--- src/inc/rctu_params.svh ---
`ifndef RCTU_PARAMS_SVH
`define RCTU_PARAMS_SVH

// Register indices; byte address is four times the index
`define RCTU_IDX_CORE_STATUS   10'h083
`define RCTU_IDX_POWER_CTRL    10'h08E
`define RCTU_IDX_EVT_STATUS    10'h090
`define RCTU_IDX_EVT_MASK      10'h091

// Field positions
`define RCTU_TO_BIT            4
`define RCTU_PD_BIT            3
`define RCTU_POR_BIT           1
`define RCTU_BOR_BIT           0

// Reset values
`define RCTU_CORE_STATUS_RST   8'h18
`define RCTU_POWER_CTRL_RST    2'h0
`define RCTU_EVT_MASK_RST      7'h00

// Program counter targets
`define RCTU_RESET_VECTOR      16'h0000
`define RCTU_IRQ_VECTOR        16'h0004

// Oscillator mode codes
`define RCTU_OSC_LOW_POWER     2'h0
`define RCTU_OSC_CRYSTAL       2'h1
`define RCTU_OSC_HIGH_SPEED    2'h2
`define RCTU_OSC_RES_CAP       2'h3

// Timing
`define RCTU_CLK_KHZ           200000
`define RCTU_POWERUP_TIMER_MS           72
`define RCTU_POWERUP_TIMER_CYCLES       (`RCTU_POWERUP_TIMER_MS * `RCTU_CLK_KHZ)
`define RCTU_OST_TOSC          1024

// Bus answers
`define RCTU_RESP_OKAY         2'h0
`define RCTU_RESP_SLVERR       2'h2

`endif

--- src/inc/rctu_pkg.sv ---
package rctu_pkg;

   typedef enum logic [1:0] {
      ST_RUN,
      ST_HOLD,
      ST_POWERUP_TIMER,
      ST_OST
   } rctu_state_t;

   typedef struct packed {
      logic irq_wake;
      logic wdog_wake;
      logic wdog_rst;
      logic master_clear_n;
      logic bor;
      logic por;
   } rctu_evt_t;

endpackage : rctu_pkg

--- src/core/rctu_top.sv ---
`include "rctu_params.svh"
module rctu_top #(
   parameter int PC_W        = 13,
   parameter int TMR_W       = 24,
   parameter int POWERUP_TIMER_CYCLES = `RCTU_POWERUP_TIMER_CYCLES,
   parameter int OST_CYCLES  = `RCTU_OST_TOSC
) (
   input  wire logic            I_CLK,
   input  wire logic            I_RSTN,
   input  wire logic [11:0]     I_AWADDR,
   input  wire logic            I_AWVALID,
   output logic                 O_AWREADY,
   input  wire logic [31:0]     I_WDATA,
   input  wire logic [3:0]      I_WSTRB,
   input  wire logic            I_WVALID,
   output logic                 O_WREADY,
   output logic [1:0]           O_BRESP,
   output logic                 O_BVALID,
   input  wire logic            I_BREADY,
   input  wire logic [11:0]     I_ARADDR,
   input  wire logic            I_ARVALID,
   output logic                 O_ARREADY,
   output logic [31:0]          O_RDATA,
   output logic [1:0]           O_RRESP,
   output logic                 O_RVALID,
   input  wire logic            I_RREADY,
   input  wire logic            I_POR_EVT,
   input  wire logic            I_BOR_EVT,
   input  wire logic            I_MASTER_CLEAR_N_EVT,
   input  wire logic            I_WATCHDOG_EVT,
   input  wire logic            I_IRQ_WAKE_EVT,
   input  wire logic            I_SLEEP,
   input  wire logic            I_GLOBAL_IRQ_ENABLE,
   input  wire logic            I_INSTR_DONE,
   input  wire logic [PC_W-1:0] I_CUR_PC,
   input  wire logic            I_BROWNOUT_ENABLE_CFG,
   input  wire logic            I_POWERUP_TIMER_DISABLE_CFG,
   input  wire logic [1:0]      I_OSC_MODE,
   output logic                 O_CORE_RESET,
   output logic                 O_WAKE_HOLD,
   output logic                 O_PC_LOAD,
   output logic [PC_W-1:0]      O_PC_VALUE,
   output logic                 O_IRQ
);

   if (PC_W < 3 || PC_W > 16) begin : g_chk_pc
      $error("PC_W must lie between 3 and 16");
   end
   if (POWERUP_TIMER_CYCLES < 1 || OST_CYCLES < 1 || POWERUP_TIMER_CYCLES >= (2 ** TMR_W) ||
       OST_CYCLES >= (2 ** TMR_W)) begin : g_chk_tmr
      $error("Delay counts do not fit the timer");
   end

   // Reset release through two flops
   logic [1:0] rst_sync_reg;
   logic       rst_n;
   always_ff @(posedge I_CLK or negedge I_RSTN) begin
      if (!I_RSTN) begin
         rst_sync_reg <= 2'h0;
      end else begin
         rst_sync_reg <= {rst_sync_reg[0], 1'b1};
      end
   end
   assign rst_n = rst_sync_reg[1];

   // Event gathering
   rctu_pkg::rctu_evt_t evt;
   logic                xtal;
   always_comb begin
      evt.por       = I_POR_EVT;
      evt.bor       = I_BOR_EVT & I_BROWNOUT_ENABLE_CFG & ~I_POR_EVT;
      evt.master_clear_n      = I_MASTER_CLEAR_N_EVT;
      evt.wdog_rst  = I_WATCHDOG_EVT & ~I_SLEEP;
      evt.wdog_wake = I_WATCHDOG_EVT & I_SLEEP;
      evt.irq_wake  = I_IRQ_WAKE_EVT & I_SLEEP;
   end
   assign xtal = (I_OSC_MODE != `RCTU_OSC_RES_CAP);

   // Bus slave state
   logic        aw_hold_reg, aw_hold_next;
   logic [11:0] awaddr_reg, awaddr_next;
   logic        w_hold_reg, w_hold_next;
   logic [31:0] wdata_reg, wdata_next;
   logic        wstrb0_reg, wstrb0_next;
   logic        bvalid_reg, bvalid_next;
   logic [1:0]  bresp_reg, bresp_next;
   logic        rvalid_reg, rvalid_next;
   logic [31:0] rdata_reg, rdata_next;
   logic [1:0]  rresp_reg, rresp_next;
   logic        wr_fire;
   logic [9:0]  wr_idx;
   logic [9:0]  rd_idx;
   logic        rd_fire;

   // Block registers
   logic [7:0] st_reg, st_next;
   logic [1:0] power_control_flags_reg, power_control_flags_next;
   logic [6:0] evs_reg, evs_next;
   logic [6:0] mask_reg, mask_next;
   logic       irq_reg, irq_next;
   logic [6:0] evs_set;

   // Sequencer
   rctu_pkg::rctu_state_t seq_reg, seq_next;
   logic                  wake_reg, wake_next;
   logic                  vec_reg, vec_next;
   logic                  pcl_reg, pcl_next;
   logic [PC_W-1:0]       pcv_reg, pcv_next;
   logic                  crst_reg, crst_next;
   logic                  whold_reg, whold_next;
   logic                  tmr_start;
   logic [TMR_W-1:0]      tmr_load;
   logic                  tmr_done;

   assign wr_fire = aw_hold_reg & w_hold_reg & ~bvalid_reg;
   assign wr_idx  = awaddr_reg[11:2];
   assign rd_fire = I_ARVALID & ~rvalid_reg;
   assign rd_idx  = I_ARADDR[11:2];

   always_comb begin
      aw_hold_next = aw_hold_reg;
      awaddr_next  = awaddr_reg;
      w_hold_next  = w_hold_reg;
      wdata_next   = wdata_reg;
      wstrb0_next  = wstrb0_reg;
      bvalid_next  = bvalid_reg;
      bresp_next   = bresp_reg;
      rvalid_next  = rvalid_reg;
      rdata_next   = rdata_reg;
      rresp_next   = rresp_reg;
      if (I_AWVALID && !aw_hold_reg) begin
         aw_hold_next = 1'b1;
         awaddr_next  = I_AWADDR;
      end
      if (I_WVALID && !w_hold_reg) begin
         w_hold_next = 1'b1;
         wdata_next  = I_WDATA;
         wstrb0_next = I_WSTRB[0];
      end
      if (bvalid_reg && I_BREADY) begin
         bvalid_next = 1'b0;
      end
      if (wr_fire) begin
         aw_hold_next = 1'b0;
         w_hold_next  = 1'b0;
         bvalid_next  = 1'b1;
         case (wr_idx)
            `RCTU_IDX_CORE_STATUS, `RCTU_IDX_POWER_CTRL,
            `RCTU_IDX_EVT_STATUS, `RCTU_IDX_EVT_MASK: bresp_next = `RCTU_RESP_OKAY;
            default: bresp_next = `RCTU_RESP_SLVERR;
         endcase
      end
      if (rvalid_reg && I_RREADY) begin
         rvalid_next = 1'b0;
      end
      if (rd_fire) begin
         rvalid_next = 1'b1;
         rresp_next  = `RCTU_RESP_OKAY;
         rdata_next  = 32'h0000_0000;
         case (rd_idx)
            `RCTU_IDX_CORE_STATUS: rdata_next = {24'h00_0000, st_reg};
            `RCTU_IDX_POWER_CTRL:  rdata_next = {30'h0, power_control_flags_reg};
            `RCTU_IDX_EVT_STATUS:  rdata_next = {25'h0, evs_reg};
            `RCTU_IDX_EVT_MASK:    rdata_next = {25'h0, mask_reg};
            default:               rresp_next = `RCTU_RESP_SLVERR;
         endcase
      end
   end

   // Flag registers, hardware events beat software writes
   always_comb begin
      st_next   = st_reg;
      power_control_flags_next = power_control_flags_reg;
      mask_next = mask_reg;
      evs_next  = evs_reg;
      if (wr_fire && wstrb0_reg) begin
         case (wr_idx)
            `RCTU_IDX_CORE_STATUS: begin
               st_next = {wdata_reg[7:5], st_reg[4:3], wdata_reg[2:0]};
            end
            `RCTU_IDX_POWER_CTRL: power_control_flags_next = wdata_reg[1:0];
            `RCTU_IDX_EVT_MASK:   mask_next = wdata_reg[6:0];
            default: ;
         endcase
      end
      if (evt.por) begin
         st_next[7:5]             = 3'h0;
         st_next[`RCTU_TO_BIT]    = 1'b1;
         st_next[`RCTU_PD_BIT]    = 1'b1;
         power_control_flags_next[`RCTU_POR_BIT] = 1'b0;
      end else if (evt.bor) begin
         st_next[7:5]             = 3'h0;
         st_next[`RCTU_TO_BIT]    = 1'b1;
         st_next[`RCTU_PD_BIT]    = 1'b1;
         power_control_flags_next[`RCTU_BOR_BIT] = 1'b0;
      end else if (evt.master_clear_n) begin
         st_next[7:5] = 3'h0;
         if (I_SLEEP) begin
            st_next[`RCTU_TO_BIT] = 1'b1;
            st_next[`RCTU_PD_BIT] = 1'b0;
         end
      end else if (evt.wdog_rst) begin
         st_next[7:5]          = 3'h0;
         st_next[`RCTU_TO_BIT] = 1'b0;
      end else if (evt.wdog_wake) begin
         st_next[`RCTU_TO_BIT] = 1'b0;
         st_next[`RCTU_PD_BIT] = 1'b0;
      end else if (evt.irq_wake) begin
         st_next[`RCTU_TO_BIT] = 1'b1;
         st_next[`RCTU_PD_BIT] = 1'b0;
      end
      evs_set = {seq_reg != rctu_pkg::ST_RUN && seq_next == rctu_pkg::ST_RUN, evt.irq_wake,
                 evt.wdog_wake, evt.wdog_rst, evt.master_clear_n, evt.bor, evt.por};
      if (rd_fire && rd_idx == `RCTU_IDX_EVT_STATUS) begin
         evs_next = 7'h00;
      end
      evs_next = evs_next | evs_set;
      irq_next = |(evs_next & mask_next);
   end

   // Start-up and wake sequencer
   always_comb begin
      seq_next  = seq_reg;
      wake_next = wake_reg;
      vec_next  = vec_reg;
      pcl_next  = 1'b0;
      pcv_next  = pcv_reg;
      tmr_start = 1'b0;
      tmr_load  = '0;
      case (seq_reg)
         rctu_pkg::ST_POWERUP_TIMER: begin
            if (tmr_done) begin
               if (xtal) begin
                  seq_next  = rctu_pkg::ST_OST;
                  tmr_start = 1'b1;
                  tmr_load  = TMR_W'(OST_CYCLES);
               end else begin
                  seq_next = rctu_pkg::ST_HOLD;
               end
            end
         end
         rctu_pkg::ST_OST: begin
            if (tmr_done) begin
               seq_next = rctu_pkg::ST_HOLD;
            end
         end
         rctu_pkg::ST_HOLD: begin
            seq_next = rctu_pkg::ST_RUN;
            pcl_next = 1'b1;
            if (wake_reg) begin
               pcv_next = I_CUR_PC + {{(PC_W-1){1'b0}}, 1'b1};
            end else begin
               pcv_next = PC_W'(`RCTU_RESET_VECTOR);
            end
         end
         rctu_pkg::ST_RUN: begin
            if (vec_reg && I_INSTR_DONE) begin
               vec_next = 1'b0;
               pcl_next = 1'b1;
               pcv_next = PC_W'(`RCTU_IRQ_VECTOR);
            end
         end
         default: seq_next = rctu_pkg::ST_RUN;
      endcase
      if (evt.por || evt.bor) begin
         wake_next = 1'b0;
         vec_next  = 1'b0;
         if (evt.bor || !I_POWERUP_TIMER_DISABLE_CFG) begin
            seq_next  = rctu_pkg::ST_POWERUP_TIMER;
            tmr_start = 1'b1;
            tmr_load  = TMR_W'(POWERUP_TIMER_CYCLES);
         end else if (xtal) begin
            seq_next  = rctu_pkg::ST_OST;
            tmr_start = 1'b1;
            tmr_load  = TMR_W'(OST_CYCLES);
         end else begin
            seq_next = rctu_pkg::ST_HOLD;
         end
      end else if (evt.master_clear_n || evt.wdog_rst) begin
         seq_next  = rctu_pkg::ST_HOLD;
         wake_next = 1'b0;
         vec_next  = 1'b0;
      end else if (evt.wdog_wake || evt.irq_wake) begin
         wake_next = 1'b1;
         vec_next  = evt.irq_wake & I_GLOBAL_IRQ_ENABLE;
         if (xtal) begin
            seq_next  = rctu_pkg::ST_OST;
            tmr_start = 1'b1;
            tmr_load  = TMR_W'(OST_CYCLES);
         end else begin
            seq_next = rctu_pkg::ST_HOLD;
         end
      end
      crst_next  = (seq_next != rctu_pkg::ST_RUN) & ~wake_next;
      whold_next = (seq_next != rctu_pkg::ST_RUN) & wake_next;
   end

   rctu_delay_timer #(
      .W (TMR_W)
   ) u_timer (
      .i_clk   (I_CLK),
      .i_rst_n (rst_n),
      .i_start (tmr_start),
      .i_load  (tmr_load),
      .o_done  (tmr_done),
      .o_busy  ()
   );

   always_ff @(posedge I_CLK or negedge rst_n) begin
      if (!rst_n) begin
         aw_hold_reg <= 1'b0;
         awaddr_reg  <= 12'h000;
         w_hold_reg  <= 1'b0;
         wdata_reg   <= 32'h0000_0000;
         wstrb0_reg  <= 1'b0;
         bvalid_reg  <= 1'b0;
         bresp_reg   <= 2'h0;
         rvalid_reg  <= 1'b0;
         rdata_reg   <= 32'h0000_0000;
         rresp_reg   <= 2'h0;
         st_reg      <= `RCTU_CORE_STATUS_RST;
         power_control_flags_reg    <= `RCTU_POWER_CTRL_RST;
         evs_reg     <= 7'h00;
         mask_reg    <= `RCTU_EVT_MASK_RST;
         irq_reg     <= 1'b0;
         seq_reg     <= rctu_pkg::ST_HOLD;
         wake_reg    <= 1'b0;
         vec_reg     <= 1'b0;
         pcl_reg     <= 1'b0;
         pcv_reg     <= '0;
         crst_reg    <= 1'b1;
         whold_reg   <= 1'b0;
      end else begin
         aw_hold_reg <= aw_hold_next;
         awaddr_reg  <= awaddr_next;
         w_hold_reg  <= w_hold_next;
         wdata_reg   <= wdata_next;
         wstrb0_reg  <= wstrb0_next;
         bvalid_reg  <= bvalid_next;
         bresp_reg   <= bresp_next;
         rvalid_reg  <= rvalid_next;
         rdata_reg   <= rdata_next;
         rresp_reg   <= rresp_next;
         st_reg      <= st_next;
         power_control_flags_reg    <= power_control_flags_next;
         evs_reg     <= evs_next;
         mask_reg    <= mask_next;
         irq_reg     <= irq_next;
         seq_reg     <= seq_next;
         wake_reg    <= wake_next;
         vec_reg     <= vec_next;
         pcl_reg     <= pcl_next;
         pcv_reg     <= pcv_next;
         crst_reg    <= crst_next;
         whold_reg   <= whold_next;
      end
   end

   assign O_AWREADY    = ~aw_hold_reg;
   assign O_WREADY     = ~w_hold_reg;
   assign O_BVALID     = bvalid_reg;
   assign O_BRESP      = bresp_reg;
   assign O_ARREADY    = ~rvalid_reg;
   assign O_RVALID     = rvalid_reg;
   assign O_RDATA      = rdata_reg;
   assign O_RRESP      = rresp_reg;
   assign O_CORE_RESET = crst_reg;
   assign O_WAKE_HOLD  = whold_reg;
   assign O_PC_LOAD    = pcl_reg;
   assign O_PC_VALUE   = pcv_reg;
   assign O_IRQ        = irq_reg;

endmodule : rctu_top

--- src/core/rctu_delay_timer.sv ---
module rctu_delay_timer #(
   parameter int W = 24
) (
   input  wire logic         i_clk,
   input  wire logic         i_rst_n,
   input  wire logic         i_start,
   input  wire logic [W-1:0] i_load,
   output logic              o_done,
   output logic              o_busy
);

   logic [W-1:0] count_reg;
   logic [W-1:0] count_next;
   logic         done_reg;
   logic         done_next;

   always_comb begin
      count_next = count_reg;
      done_next  = 1'b0;
      if (i_start) begin
         count_next = i_load;
      end else if (count_reg != '0) begin
         count_next = count_reg - {{(W-1){1'b0}}, 1'b1};
         done_next  = (count_reg == {{(W-1){1'b0}}, 1'b1});
      end
   end

   always_ff @(posedge i_clk or negedge i_rst_n) begin
      if (!i_rst_n) begin
         count_reg <= '0;
         done_reg  <= 1'b0;
      end else begin
         count_reg <= count_next;
         done_reg  <= done_next;
      end
   end

   assign o_done = done_reg;
   assign o_busy = (count_reg != '0);

endmodule : rctu_delay_timer

--- config.mk ---
export PLATFORM = sky130hd
export DESIGN_NAME = rctu_top
export DESIGN_NICKNAME = d
export VERILOG_FILES = /design/src/inc/rctu_pkg.sv /design/src/core/rctu_top.sv /design/src/core/rctu_delay_timer.sv
export VERILOG_INCLUDE_DIRS = /design/src /design/src/inc
export SDC_FILE = /design/constraint.sdc
export NUM_CORES = 1
export LEC_CHECK = 0
export ABC_AREA = 1
export BUFFER_PORTS_ARGS = -buffer_cell sky130_fd_sc_hd__buf_4
export CAP_MARGIN = 20
export CORE_AREA = 4 4 98 119
export CTS_CLUSTER_DIAMETER = 60
export DETAILED_ROUTE_END_ITERATION = 10
export DIE_AREA = 0 0 102 123
export PLACE_DENSITY = 0.79
export SKIP_CTS_REPAIR_TIMING = 1
export SLEW_MARGIN = 20
export SYNTH_ARGS = -nofsm -noshare
export SYNTH_HDL_FRONTEND = slang
export SYNTH_SLANG_ARGS = --single-unit
--- constraint.sdc ---
create_clock -name I_CLK -period 3.7 [get_ports I_CLK]
set_input_delay 0.74 -clock I_CLK [delete_from_list [all_inputs] [get_ports I_CLK]]
set_output_delay 0.74 -clock I_CLK [all_outputs]
set_load 0.05 [all_outputs]
### Word level (Yosys, flattened, before mapping)

Index checks and enable logic that the tools add are counted.

| operators by class | value |
|---|---|
| add/sub/neg operators | 2 |
| reductions and logical operators | 40 |
| equal/unequal tests | 14 |
| multiplexer cells | 71 |
| bitwise logic cells | 20 |

Operator list:

| operator | count |
|---|---|
| 2-to-1 mux 24 bit | 7 |
| equality test 10 x 8 -> 1 bit, second input constant | 8 |
| 2-to-1 mux 11 bit | 3 |
| 2-to-1 mux 1 bit | 32 |
| one-hot mux 8 bit (4 select lines) | 1 |
| 2-to-1 mux 2 bit | 14 |
| 2-to-1 mux 13 bit | 2 |
| one-hot mux 13 bit (2 select lines) | 1 |
| equality test 24 x 1 -> 1 bit, second input constant | 1 |
| nonzero test 24 bit | 1 |
| subtractor 24 x 1 -> 24 bit, second input constant | 1 |
| 2-to-1 mux 7 bit | 3 |
| nonzero test 2 bit | 10 |
| 2-to-1 mux 8 bit | 2 |
| 2-to-1 mux 5 bit | 3 |
| adder 13 x 1 -> 13 bit, second input constant | 1 |
| bitwise AND 1 bit | 11 |
| AND reduction 2 bit | 5 |
| nonzero test 5 bit | 2 |
| logical AND 1 bit | 8 |
| nonzero test 4 bit | 2 |
| OR reduction 4 bit | 2 |
| bitwise AND 7 bit | 1 |
| inverter 1 bit | 7 |
| 11 further kinds | 19 |

| word-level totals | value |
|---|---|
| bits of input ports | 92 |
| logic and storage cells | 175 |
| bits in registers | 133 |
| output and inout port bits | 58 |

### Depth between registers and ports, before layout

Gate-level depths: netlist (run 1).

| depth | value |
|---|---|
| depth after elaboration | 12 |
| mapped depth | 13 |
| mapped depth without buffers | 13 |

### Modules after synthesis

Synthesis (run 1) repeated with hierarchy kept, for this count alone.

| second synthesis, totals | value |
|---|---|
| cells, all modules | 726 |
| area total of the unflattened synthesis | 5779.3 µm² |

Modules (own cells, without submodules):

| module | area each (µm²) | cells each | seq. area each (µm²) | instances |
|---|---|---|---|---|
| rctu_top | 4058.9 | 466 | 2006.9 | 1 |
| rctu_delay_timer | 1720.4 | 260 | 625.6 | 1 |

### Worst setup path before layout (run 1)

OpenSTA, ideal clock, no wires.

| timing path | value |
|---|---|
| path type | input -> register |
| start | input port I_CUR_PC[0] |
| end | register pcv_reg[12], in the netlist O_PC_VALUE[12] |
| slack | 1.915 ns |
| stages on the path | 11 |
| setup time | 0.066 ns |
| buffers on the path | 0 |
| arrival time | 1.719 ns |
| cell sequence | ha_1 -> nand2_1 -> inv_1 -> nand2_1 -> nor2_1 -> nand3_1 -> nor2_1 -> inv_1 -> o21bai_1 -> nand3_1 -> nand2_1 |

| on the way | value |
|---|---|
| longest elaborated chain between the ends | 3 |

Ends and longest elaborated chain:

| what | line | text |
|---|---|---|
| start, declared | rctu_top.sv:35 | `input wire logic [PC_W-1:0] I_CUR_PC,` |
| adder 13 x 1 -> 13 bit | rctu_top.sv:251 | `pcv_next = I_CUR_PC + {{(PC_W-1){1'b0}}, 1'b1};` |
| 2-to-1 mux 13 bit | rctu_top.sv:250 | `if (wake_reg) begin` |
| one-hot mux 13 bit (2 select lines) | rctu_top.sv:230 | `case (seq_reg)` |
| end signal, assigned | rctu_top.sv:353 | `pcv_reg <= pcv_next;` |
| end, declared | rctu_top.sv:108 | `logic [PC_W-1:0] pcv_reg, pcv_next;` |

No other way between the ends.
A chain may end at the register's enable or synchronous reset.

### Final worst setup path (run 1)

| timing path | value |
|---|---|
| start | register u_timer.count_reg[0] |
| end | register u_timer.count_reg[9] |

| on the way | value |
|---|---|
| longest elaborated chain between the ends | 3 |
| elaborated cells between the ends (all ways) | 5 |
| those cells by class | 1 x add/sub; 2 x mux; 2 x reduce/logical |

Ends and longest elaborated chain:

| what | line | text |
|---|---|---|
| start, declared | rctu_delay_timer.sv:12 | `logic [W-1:0] count_reg;` |
| start signal, assigned | rctu_delay_timer.sv:33 | `count_reg <= count_next;` |
| subtractor 24 x 1 -> 24 bit | rctu_delay_timer.sv:23 | `count_next = count_reg - {{(W-1){1'b0}}, 1'b1};` |
| 2-to-1 mux 24 bit | rctu_delay_timer.sv:22 | `end else if (count_reg != '0) begin` |
| 2-to-1 mux 24 bit | rctu_delay_timer.sv:20 | `if (i_start) begin` |

Parallel ways exist; a longest one is shown, timed or not. The select of a mux whose other input is x is not followed.

==> results.tsv, run 1 <==
metric	value	unit
Critical Path RT	3.94	ns
Setup crit end kind	flip-flop	
clock slew at reported path FFs	0.07	ns
Min Clock Period, post-route	2.12	ns
register area	2640	sq um
H-tree depth	3	
Final Instance Area	6520	sq um
Post-Route WL	12.2	mm
Slew @ Worst Pin	0.546	ns
max_slew headroom	63.5	%
Placed Area	6200	sq um
DRT antenna net count	0	
first-pass GRT wire length	20.3	mm
skew final	0.00941	ns
status	completed	
f_max	472	MHz
synthesized area per cell	8.12	sq um
via count of the first global-routing pass	4578	
die width	102	um
share of total power in combinational logic	29.4	%
GRT overflow	0	
share of cells above drive strength 1	20.0	%
register area share after synthesis	48.0	%
synthesis-to-layout area growth	18.8	%
fillers	896	
Mapped Area	5490	sq um
Largest register FFs	24	
Clock Tree Buf Depth	2	
maximum vdd drop	0.349	mV
Setup WS pre-CTS	1.43	ns
clock share of power	27.1	%
area of the multi-input gates	2320	sq um
vias per inst	5.10	
HP Class	primary input to asynchronous set/reset pin	
DR iter-0 viols	291	
# rows	41	
worst skew pair latency	0.35	ns
Net Sw Frac	35.6	%
kind of critical path	flip-flop to flip-flop	
clk sinks	105	
Main synth FF type	dfrtp_1	
Starting Density	52.4	%
Num CTS Buffers	9	
Yosys warnings	0	
Max-cap violations	0	
initial antenna violation count	0	
post-route setup TNS	0	ns
CTS tree	built	
nets	866	
FFs w/ async S/R, synth	100	%
Critical Path Source Type	flip-flop	
arrival time worst endpoint	2.36	ns
part of the cycle the worst path needs	57.2	%
final hold slack	0.161	ns
FF-to-FF setup slack	1.58	ns
cell-internal power	2.22	mW
P per Cell Area	528	nW/um^2
total number of vias	4617	
WL per Instance	13.5	um
largest net degree at the start of global routing	79	
Tot GR Track Use	20.1	%
final setup vio count	0	
Slew Viols, Final	0	
core area	10500	sq um
die area	12500	sq um
DRC Markers	0	
Post-synth EDFFs	0	
clock tree root driver cell	clkbuf_16	
setup ws final	1.58	ns
Power Total	3.44	mW
Sw Pwr	1.23	mW
HPWL after detailed placement	9.06	mm
# IOs	150	
chip height	123	um
count of cell types in the netlist	45	
leak pwr	3.37	nW
ANT cells	0	
RSZ-0062 raised after global routing	no	
sequential fraction of design power	43.5	%
flops & latches, synth	105	
instance count of the mapped netlist	676	
CP Max Fanout	11	
RePlAce Congestion	0.879	
final hold viol count	0	
Port Buf Inserts	92	
Pre-antenna DRT Iters	4	
[area by class of cell]
cell class                      instances  area share (%)
Clock inverter                          3           0.365
Clock buffer                           13            4.15
Sequential cell                       105            40.4
Multi-Input combinational cell        460            35.6
Timing Repair Buffer                   94            11.1
Tap cell                              129            2.48
Inverter                              101            5.85
[through the flow]
step / utilization (%) / cells
3_5_place_dp: 59.2 / 888
5_1_grt: 62.3 / 905
2_1_floorplan: - / 701
6_report: 62.3 / 905
3_3_place_gp: 59.2 / 888
4_1_cts: 62.0 / 904
[cell usage after synthesis (all sizes together), types with 10 or more instances]
cell,n,area share [%]
nand2,155,11
dfrtp,101,46
inv,100,6.9
nor2,79,6.1
o21ai,40,3.9
nand3,33,3.2
a21oi,30,2.9
buf,30,4.2
nor3,22,2.1
o22ai,13,1.5
nand4,11,1.5
xor2,10,1.6
[cell usage in the layout (no fill, tap or decap), drive strengths merged, types with 9 or more instances in the layout]
| cell type | n |
|---|---|
| conb | 27 |
| o21ai | 40 |
| nor3 | 22 |
| dfrtp | 101 |
| nor2 | 79 |
| clkbuf | 13 |
| nand4 | 11 |
| nand3 | 33 |
| a21oi | 30 |
| nand2 | 155 |
| buf | 94 |
| xnor2 | 9 |
| o22ai | 13 |
| mux2 | 9 |
| xor2 | 10 |
| inv | 100 |
[power groups by stage]
stage	sequential, mW	clock [mW]	combinational (mW)
after global placement	1.52	0	0.973
after global routing	1.52	0.998	1.13
after detailed placement	1.53	0	0.999
after floorplan	1.59	0	0.688
final	1.50	0.931	1.01
after CTS	1.51	0.947	1.01
[cell families after synthesis]
kind of cell	Yosys count	synth area share, %
other	2	0.137
adders and majority gates	3	0.684
DFF	105	48.0
buffers and inverters	136	11.4
xor gates and xnor gates	19	3.03
AOI/OAI and AO/OA	96	10.0
and+or+nand+nor	306	24.9
muxes	9	1.85
[path summary, 6_finish.rpt]
check | startpoint | to | depth (start not counted)
max in group asynchronous | rst_sync_reg[1] | O_IRQ | 1
worst min register to register | rst_sync_reg[1] | st_reg[7] | 0
worst max-delay path | u_timer.count_reg[0] | u_timer.count_reg[9] | 9
min in group I_CLK | rst_sync_reg[0] | rst_sync_reg[1] | 0
worst max register to register | u_timer.count_reg[0] | u_timer.count_reg[9] | 9
worst min-delay path | I_RSTN | rst_sync_reg[1] | 1
[worst max-delay path: stages, from the launching register on]
cell	delay, ns
dfrtp_1	0.40
inv_1	0.14
ha_1	0.22
nand3_2	0.16
nor2_4	0.22
nand4_2	0.26
nor2_4	0.38
inv_2	0.11
nand2_1	0.09
inv_1	0.04
[per-layer routing]
layer / GRT usage [%] / up-vias / wire length [um]
li1: - / 2299 / -
met1: 25.2 / 2172 / 5250
met5: 0 / - / 0
met4: 7.71 / 0 / 225
met3: 3.16 / 19 / 700
met2: 34.8 / 127 / 6010
Power figures use the tool's default switching activity.
==> run 2: changes to the inputs <==
ABC_AREA = 0   (was 1)
CORE_AREA = 4 4 101 122   (was 4 4 98 119)
DIE_AREA = 0 0 105 126   (was 0 0 102 123)
PLACE_DENSITY = 0.75   (was 0.79)
clock period = 1.8 ns   (was 3.7 ns; I/O delays follow)
==> run 2 against run 1 <==
Net effect: the flow now finishes with violations (setup timing); global-route usage shrank 1.1 points; final area grew 8.5%; sequential power grew 110%; synthesized area shrank 6.3%; count of clock-buffer cells in the layout shrank 2; first-iteration DRC count shrank 29%; sequential share of layout area shrank 3.2 points; die area grew 5.5%; routed wire length grew 5.5%; fmax shrank 5.2%; hold slack gained 0.021 ns.
==> results.tsv, run 2 <==
metric	value	unit
status	finished, violations left	
failing checks	setup timing	
Yosys warnings	0	
commonest cells after routing, fill and taps aside	buf_4 (168), dfrtp_1 (99), nor2_1 (50), nand2_1 (36), conb_1 (27)	
area leader, netlist	dfrtp_1	
Max-cap violations	0	
Setup WS pre-CTS	-0.444	ns
Main synth FF type	dfrtp_1	
Finished Core Util	64.1	%
DR iter-0 viols	208	
Min Clock Period, post-route	2.23	ns
Placed Area	6500	sq um
largest net degree at the start of global routing	34	
synthesis-to-layout area growth	37.6	%
Port Buf Inserts	92	
share of cells above drive strength 1	40.1	%
Net Sw Frac	33.7	%
clock tree root driver cell	clkbuf_16	
Starting Density	46.6	%
CTS tree	built	
CP Max Fanout	6	
flops & latches, synth	105	
Num CTS Buffers	9	
setup ws final	-0.434	ns
Layout Cells excl Fill	803	
Slew Viols, Final	0	
f_max	448	MHz
met2 GRT Util	33.5	%
Pre-antenna DRT Iters	4	
RSZ-0062 raised after global routing	yes	
final hold slack	0.182	ns
Tot GR Track Use	19.0	%
final setup vio count	18	
commonest non-fill, non-tap cell in the layout	buf_4	
DRT antenna net count	0	
met1 Use GR	22.5	%
clock share of power	24.4	%
via count of the first global-routing pass	4353	
maximum vdd drop	0.704	mV
Post-synth EDFFs	0	
share of total power in combinational logic	35.7	%
# rows	42	
most instantiated library cell after synthesis	dfrtp_1	
instance count of the mapped netlist	488	
skew final	0.00904	ns
Clock Tree Buf Depth	2	
register area	2640	sq um
Critical Path Source Type	flip-flop	
Mapped Area	5140	sq um
HPWL after detailed placement	9.44	mm
Largest register FFs	24	
clk sinks	105	
GRT overflow	0	
RePlAce Congestion	0.840	
core area	11000	sq um
Synth top cells by count	dfrtp_1 (101), nor2_1 (51), nand2_1 (37)	
Final Instance Area	7080	sq um
die area	13200	sq um
ANT cells	0	
Sw Pwr	2.63	mW
Critical Path RT	2.02	ns
DRC Markers	0	
fillers	879	
area of the multi-input gates	2540	sq um
leak pwr	3.26	nW
die width	105	um
count of cell types in the netlist	55	
synthesized area per cell	10.5	sq um
GRT met3 Usage	4.04	%
post-route setup TNS	-1.28	ns
initial antenna violation count	0	
clock slew at reported path FFs	0.07	ns
HP Class	primary input to flip-flop	
cell-internal power	5.16	mW
chip height	126	um
part of the cycle the worst path needs	124	%
sequential fraction of design power	39.9	%
first-pass GRT wire length	20.4	mm
GR peak layer	met2	
kind of critical path	flip-flop to flip-flop	
vias per inst	5.32	
nets	761	
final hold viol count	0	
worst skew pair latency	0.35	ns
WL per Instance	16.0	um
Post-Route WL	12.8	mm
Setup crit end kind	flip-flop	
Power Total	7.78	mW
Post-Place Cells	779	
H-tree depth	3	
P per Cell Area	1100	nW/um^2
total number of vias	4274	
FFs w/ async S/R, synth	100	%
register area share after synthesis	51.2	%
arrival time worst endpoint	2.45	ns
Yosys top cell area share	49.1	%
most area-consuming cells after synthesis	dfrtp_1 (49%), mux2_2 (6.6%), buf_4 (3.8%)	
# IOs	150	
## run 2: cells by family (layout without fill, tap and decap cells)
family                   after synthesis  in the layout  synth area share, %
multiplexers                          40             40                 8.52
AND/OR/NAND/NOR                      172            172                 18.3
buffers and inverters                 49            207                 5.50
XOR/XNOR                              32             32                 5.45
other                                  2             27                0.146
AO/OA/AOI/OAI                         85             85                 10.2
adder cells (fa/ha/maj)                3              3                0.730
flip-flops                           105            105                 51.2
## run 2: path summary, 6_finish.rpt
| check | from | end | slack [ns] | cells after the start |
|---|---|---|---|---|
| max | awaddr_reg[11] | O_IRQ | -0.43 | 6 |
| min | I_BREADY | O_BVALID | 0.18 | 2 |
| max reg2reg | awaddr_reg[11] | O_IRQ | -0.43 | 6 |
| min reg2reg | rst_sync_reg[1] | mask_reg[0] | 0.28 | 0 |
| max in group asynchronous | rst_sync_reg[1] | O_CORE_RESET | 0.93 | 1 |
| min in group asynchronous | rst_sync_reg[1] | mask_reg[0] | 0.28 | 0 |
## run 2: routing by layer
| metal | wire, um | up-vias |
|---|---|---|
| met3 | 556 | 22 |
| met1 | 5100 | 2106 |
| met4 | 261 | 0 |
| met5 | 0 | - |
| met2 | 6920 | 110 |
| li1 | - | 2036 |
## run 2: layout make-up
cell class,instances,share of cell area [%]
timing repair buffer,179,19.8
clock buffer,11,3.57
multi-input combinational,359,35.8
tap,132,2.33
clock inverter,5,0.531
sequential,105,37.3
inverter,12,0.637
## run 2: worst max-delay path, stage by stage (launching register included)
cell	delay, ns
dfrtp_1	0.38
or4bb_1	0.55
nor4_4	0.24
buf_6	0.17
mux2_4	0.31
a222oi_1	0.36
nand3_1	0.11
## run 2: power groups by stage
stage | clock [mW] | sequential (mW) | combinational (mW)
6_report | 1.90 | 3.10 | 2.78
5_1_grt | 2.07 | 3.15 | 3.00
4_1_cts | 1.95 | 3.08 | 2.57
3_5_place_dp | 0 | 3.12 | 2.55
3_3_place_gp | 0 | 3.09 | 2.48
2_1_floorplan | 0 | 3.31 | 1.29
==> run 3: changes to the inputs <==
ABC_AREA = 1   (was 0)
ABC_CLOCK_PERIOD_IN_PS = 1800   (was not set)
CORE_AREA = 4 4 103 125   (was 4 4 101 122)
DIE_AREA = 0 0 107 129   (was 0 0 105 126)
PLACE_DENSITY = 0.76   (was 0.75)
==> run 3 against run 2 <==
Net effect: hold slack worse by 0.0078 ns; largest cell class unchanged; the run now ends clean; first-iteration DRC count is 71% higher; non-clock buffer count is 71 lower; flip-flop and latch count stayed put; largest power group unchanged; final cell count is 18% higher.
==> results.tsv, run 3 (same netlist as run 1, synthesis figures left out) <==
metric	value	unit
status	completed	
max incr delay on CP	0.41	ns
Max-cap violations	0	
leak pwr	3.44	nW
RePlAce Congestion	0.869	
maximum vdd drop	0.950	mV
Starting Density	47.7	%
DRC Markers	0	
arrival time worst endpoint	1.89	ns
core area	11500	sq um
via count of the first global-routing pass	4618	
DR iter-0 viols	356	
highest-delay cell along the critical path	dfrtp_1	
WL per Instance	13.2	um
Post-Route WL	12.5	mm
FF-to-FF setup slack	0.12	ns
clock slew at reported path FFs	0.07	ns
die area	13800	sq um
first-pass GRT wire length	21.0	mm
# IOs	150	
Final Instance Area	6710	sq um
clock tree root driver cell	clkbuf_16	
Slew Viols, Final	0	
DRT antenna net count	0	
P per Cell Area	1080	nW/um^2
CP Max Fanout	8	
Critical Path Source Type	flip-flop	
RSZ-0062 raised after global routing	yes	
worst skew pair latency	0.34	ns
Power Total	7.24	mW
Clock Tree Buf Depth	2	
GRT overflow	0	
clk sinks	105	
CTS tree	built	
f_max	595	MHz
kind of critical path	flip-flop to flip-flop	
die width	107	um
initial antenna violation count	0	
Critical Path RT	2.01	ns
Largest register FFs	24	
Setup crit end kind	flip-flop	
# rows	43	
H-tree depth	3	
part of the cycle the worst path needs	93.3	%
synthesis-to-layout area growth	22.4	%
largest net degree at the start of global routing	53	
Pre-antenna DRT Iters	5	
Min Clock Period, post-route	1.68	ns
chip height	129	um
final hold viol count	0	
total number of vias	4668	
Tot GR Track Use	18.6	%
nets	880	
share of cells above drive strength 1	21.4	%
Port Buf Inserts	92	
Num CTS Buffers	9	
final setup vio count	0	
HPWL after detailed placement	9.54	mm
commonest non-fill, non-tap cell in the layout	nand2_1	
ANT cells	0	
vias per inst	4.93	
CP cell instances	nor2_2 > nand2_1 > nor3_1 > nand4_4 > nor2_4 > buf_12 > a21oi_1	
max_slew headroom	66.2	%
skew final	0.00612	ns
Placed Area	6370	sq um
Slew @ Worst Pin	0.505	ns
HP Class	primary input to flip-flop	
commonest cells after routing, fill and taps aside	nand2_1 (148), buf_4 (104), dfrtp_1 (100), inv_1 (96), nor2_1 (69)	
## run 3: routing by layer
| layer | share of wire, % | up-vias | wire, um | track usage [%] |
|---|---|---|---|---|
| li1 | - | 2315 | - | - |
| met1 | 41 | 2181 | 5080 | 23.0 |
| met2 | 51 | 151 | 6380 | 32.2 |
| met3 | 6.3 | 21 | 787 | 3.76 |
| met4 | 1.8 | 0 | 226 | 6.77 |
| met5 | 0 | - | 0 | 0 |
## run 3: path summary, 6_finish.rpt
kind,startpoint,end,cells after the start
worst max-delay path,u_timer.count_reg[17],u_timer.count_reg[16],7
min in group asynchronous,rst_sync_reg[1],awaddr_reg[6],0
worst min register to register,rst_sync_reg[1],awaddr_reg[6],0
worst max register to register,u_timer.count_reg[17],u_timer.count_reg[16],7
max in group asynchronous,rst_sync_reg[1],st_reg[3],1
worst min-delay path,I_BREADY,O_BVALID,2
## run 3: per-stage QoR
stage	std cells	utilization (%)	setup TNS (ns)	hold WS, ns	setup slack, ns
after detailed placement	930	55.4	0	0.143	0.0864
final	947	58.3	0	0.174	0.120
after floorplan	701	-	0	0.0644	0.0436
after global routing	947	58.3	-0.0404	0.166	-0.0258
after global placement	930	55.4	0	0.142	0.132
after CTS	946	58.0	0	-0.227	0.0568
## run 3: final cells by class
cell class | instances | area [sq um]
Clock buffer | 11 | 243
Clock inverter | 5 | 62.6
Fill cell | 1030 | 4800
Inverter | 101 | 382
Multi-Input combinational cell | 460 | 2340
Sequential cell | 105 | 2640
Tap cell | 157 | 196
Timing Repair Buffer | 108 | 851
## run 3: report_power, final
group / internal (mW) / switching [mW] / leakage, nW / total, mW
sequential: 2.78 / 0.292 / 1.31 / 3.07
combinational: 0.762 / 1.40 / 1.99 / 2.16
clock: 1.13 / 0.880 / 0.143 / 2.01
## run 3: worst max-delay path: cells and delay by family (launching register included)
| family | cells | cell delay [ns] |
|---|---|---|
| flops | 1 | 0.41 |
| buf+inv | 1 | 0.14 |
| simple gates | 5 | 0.95 |
| compound gates | 1 | 0.04 |
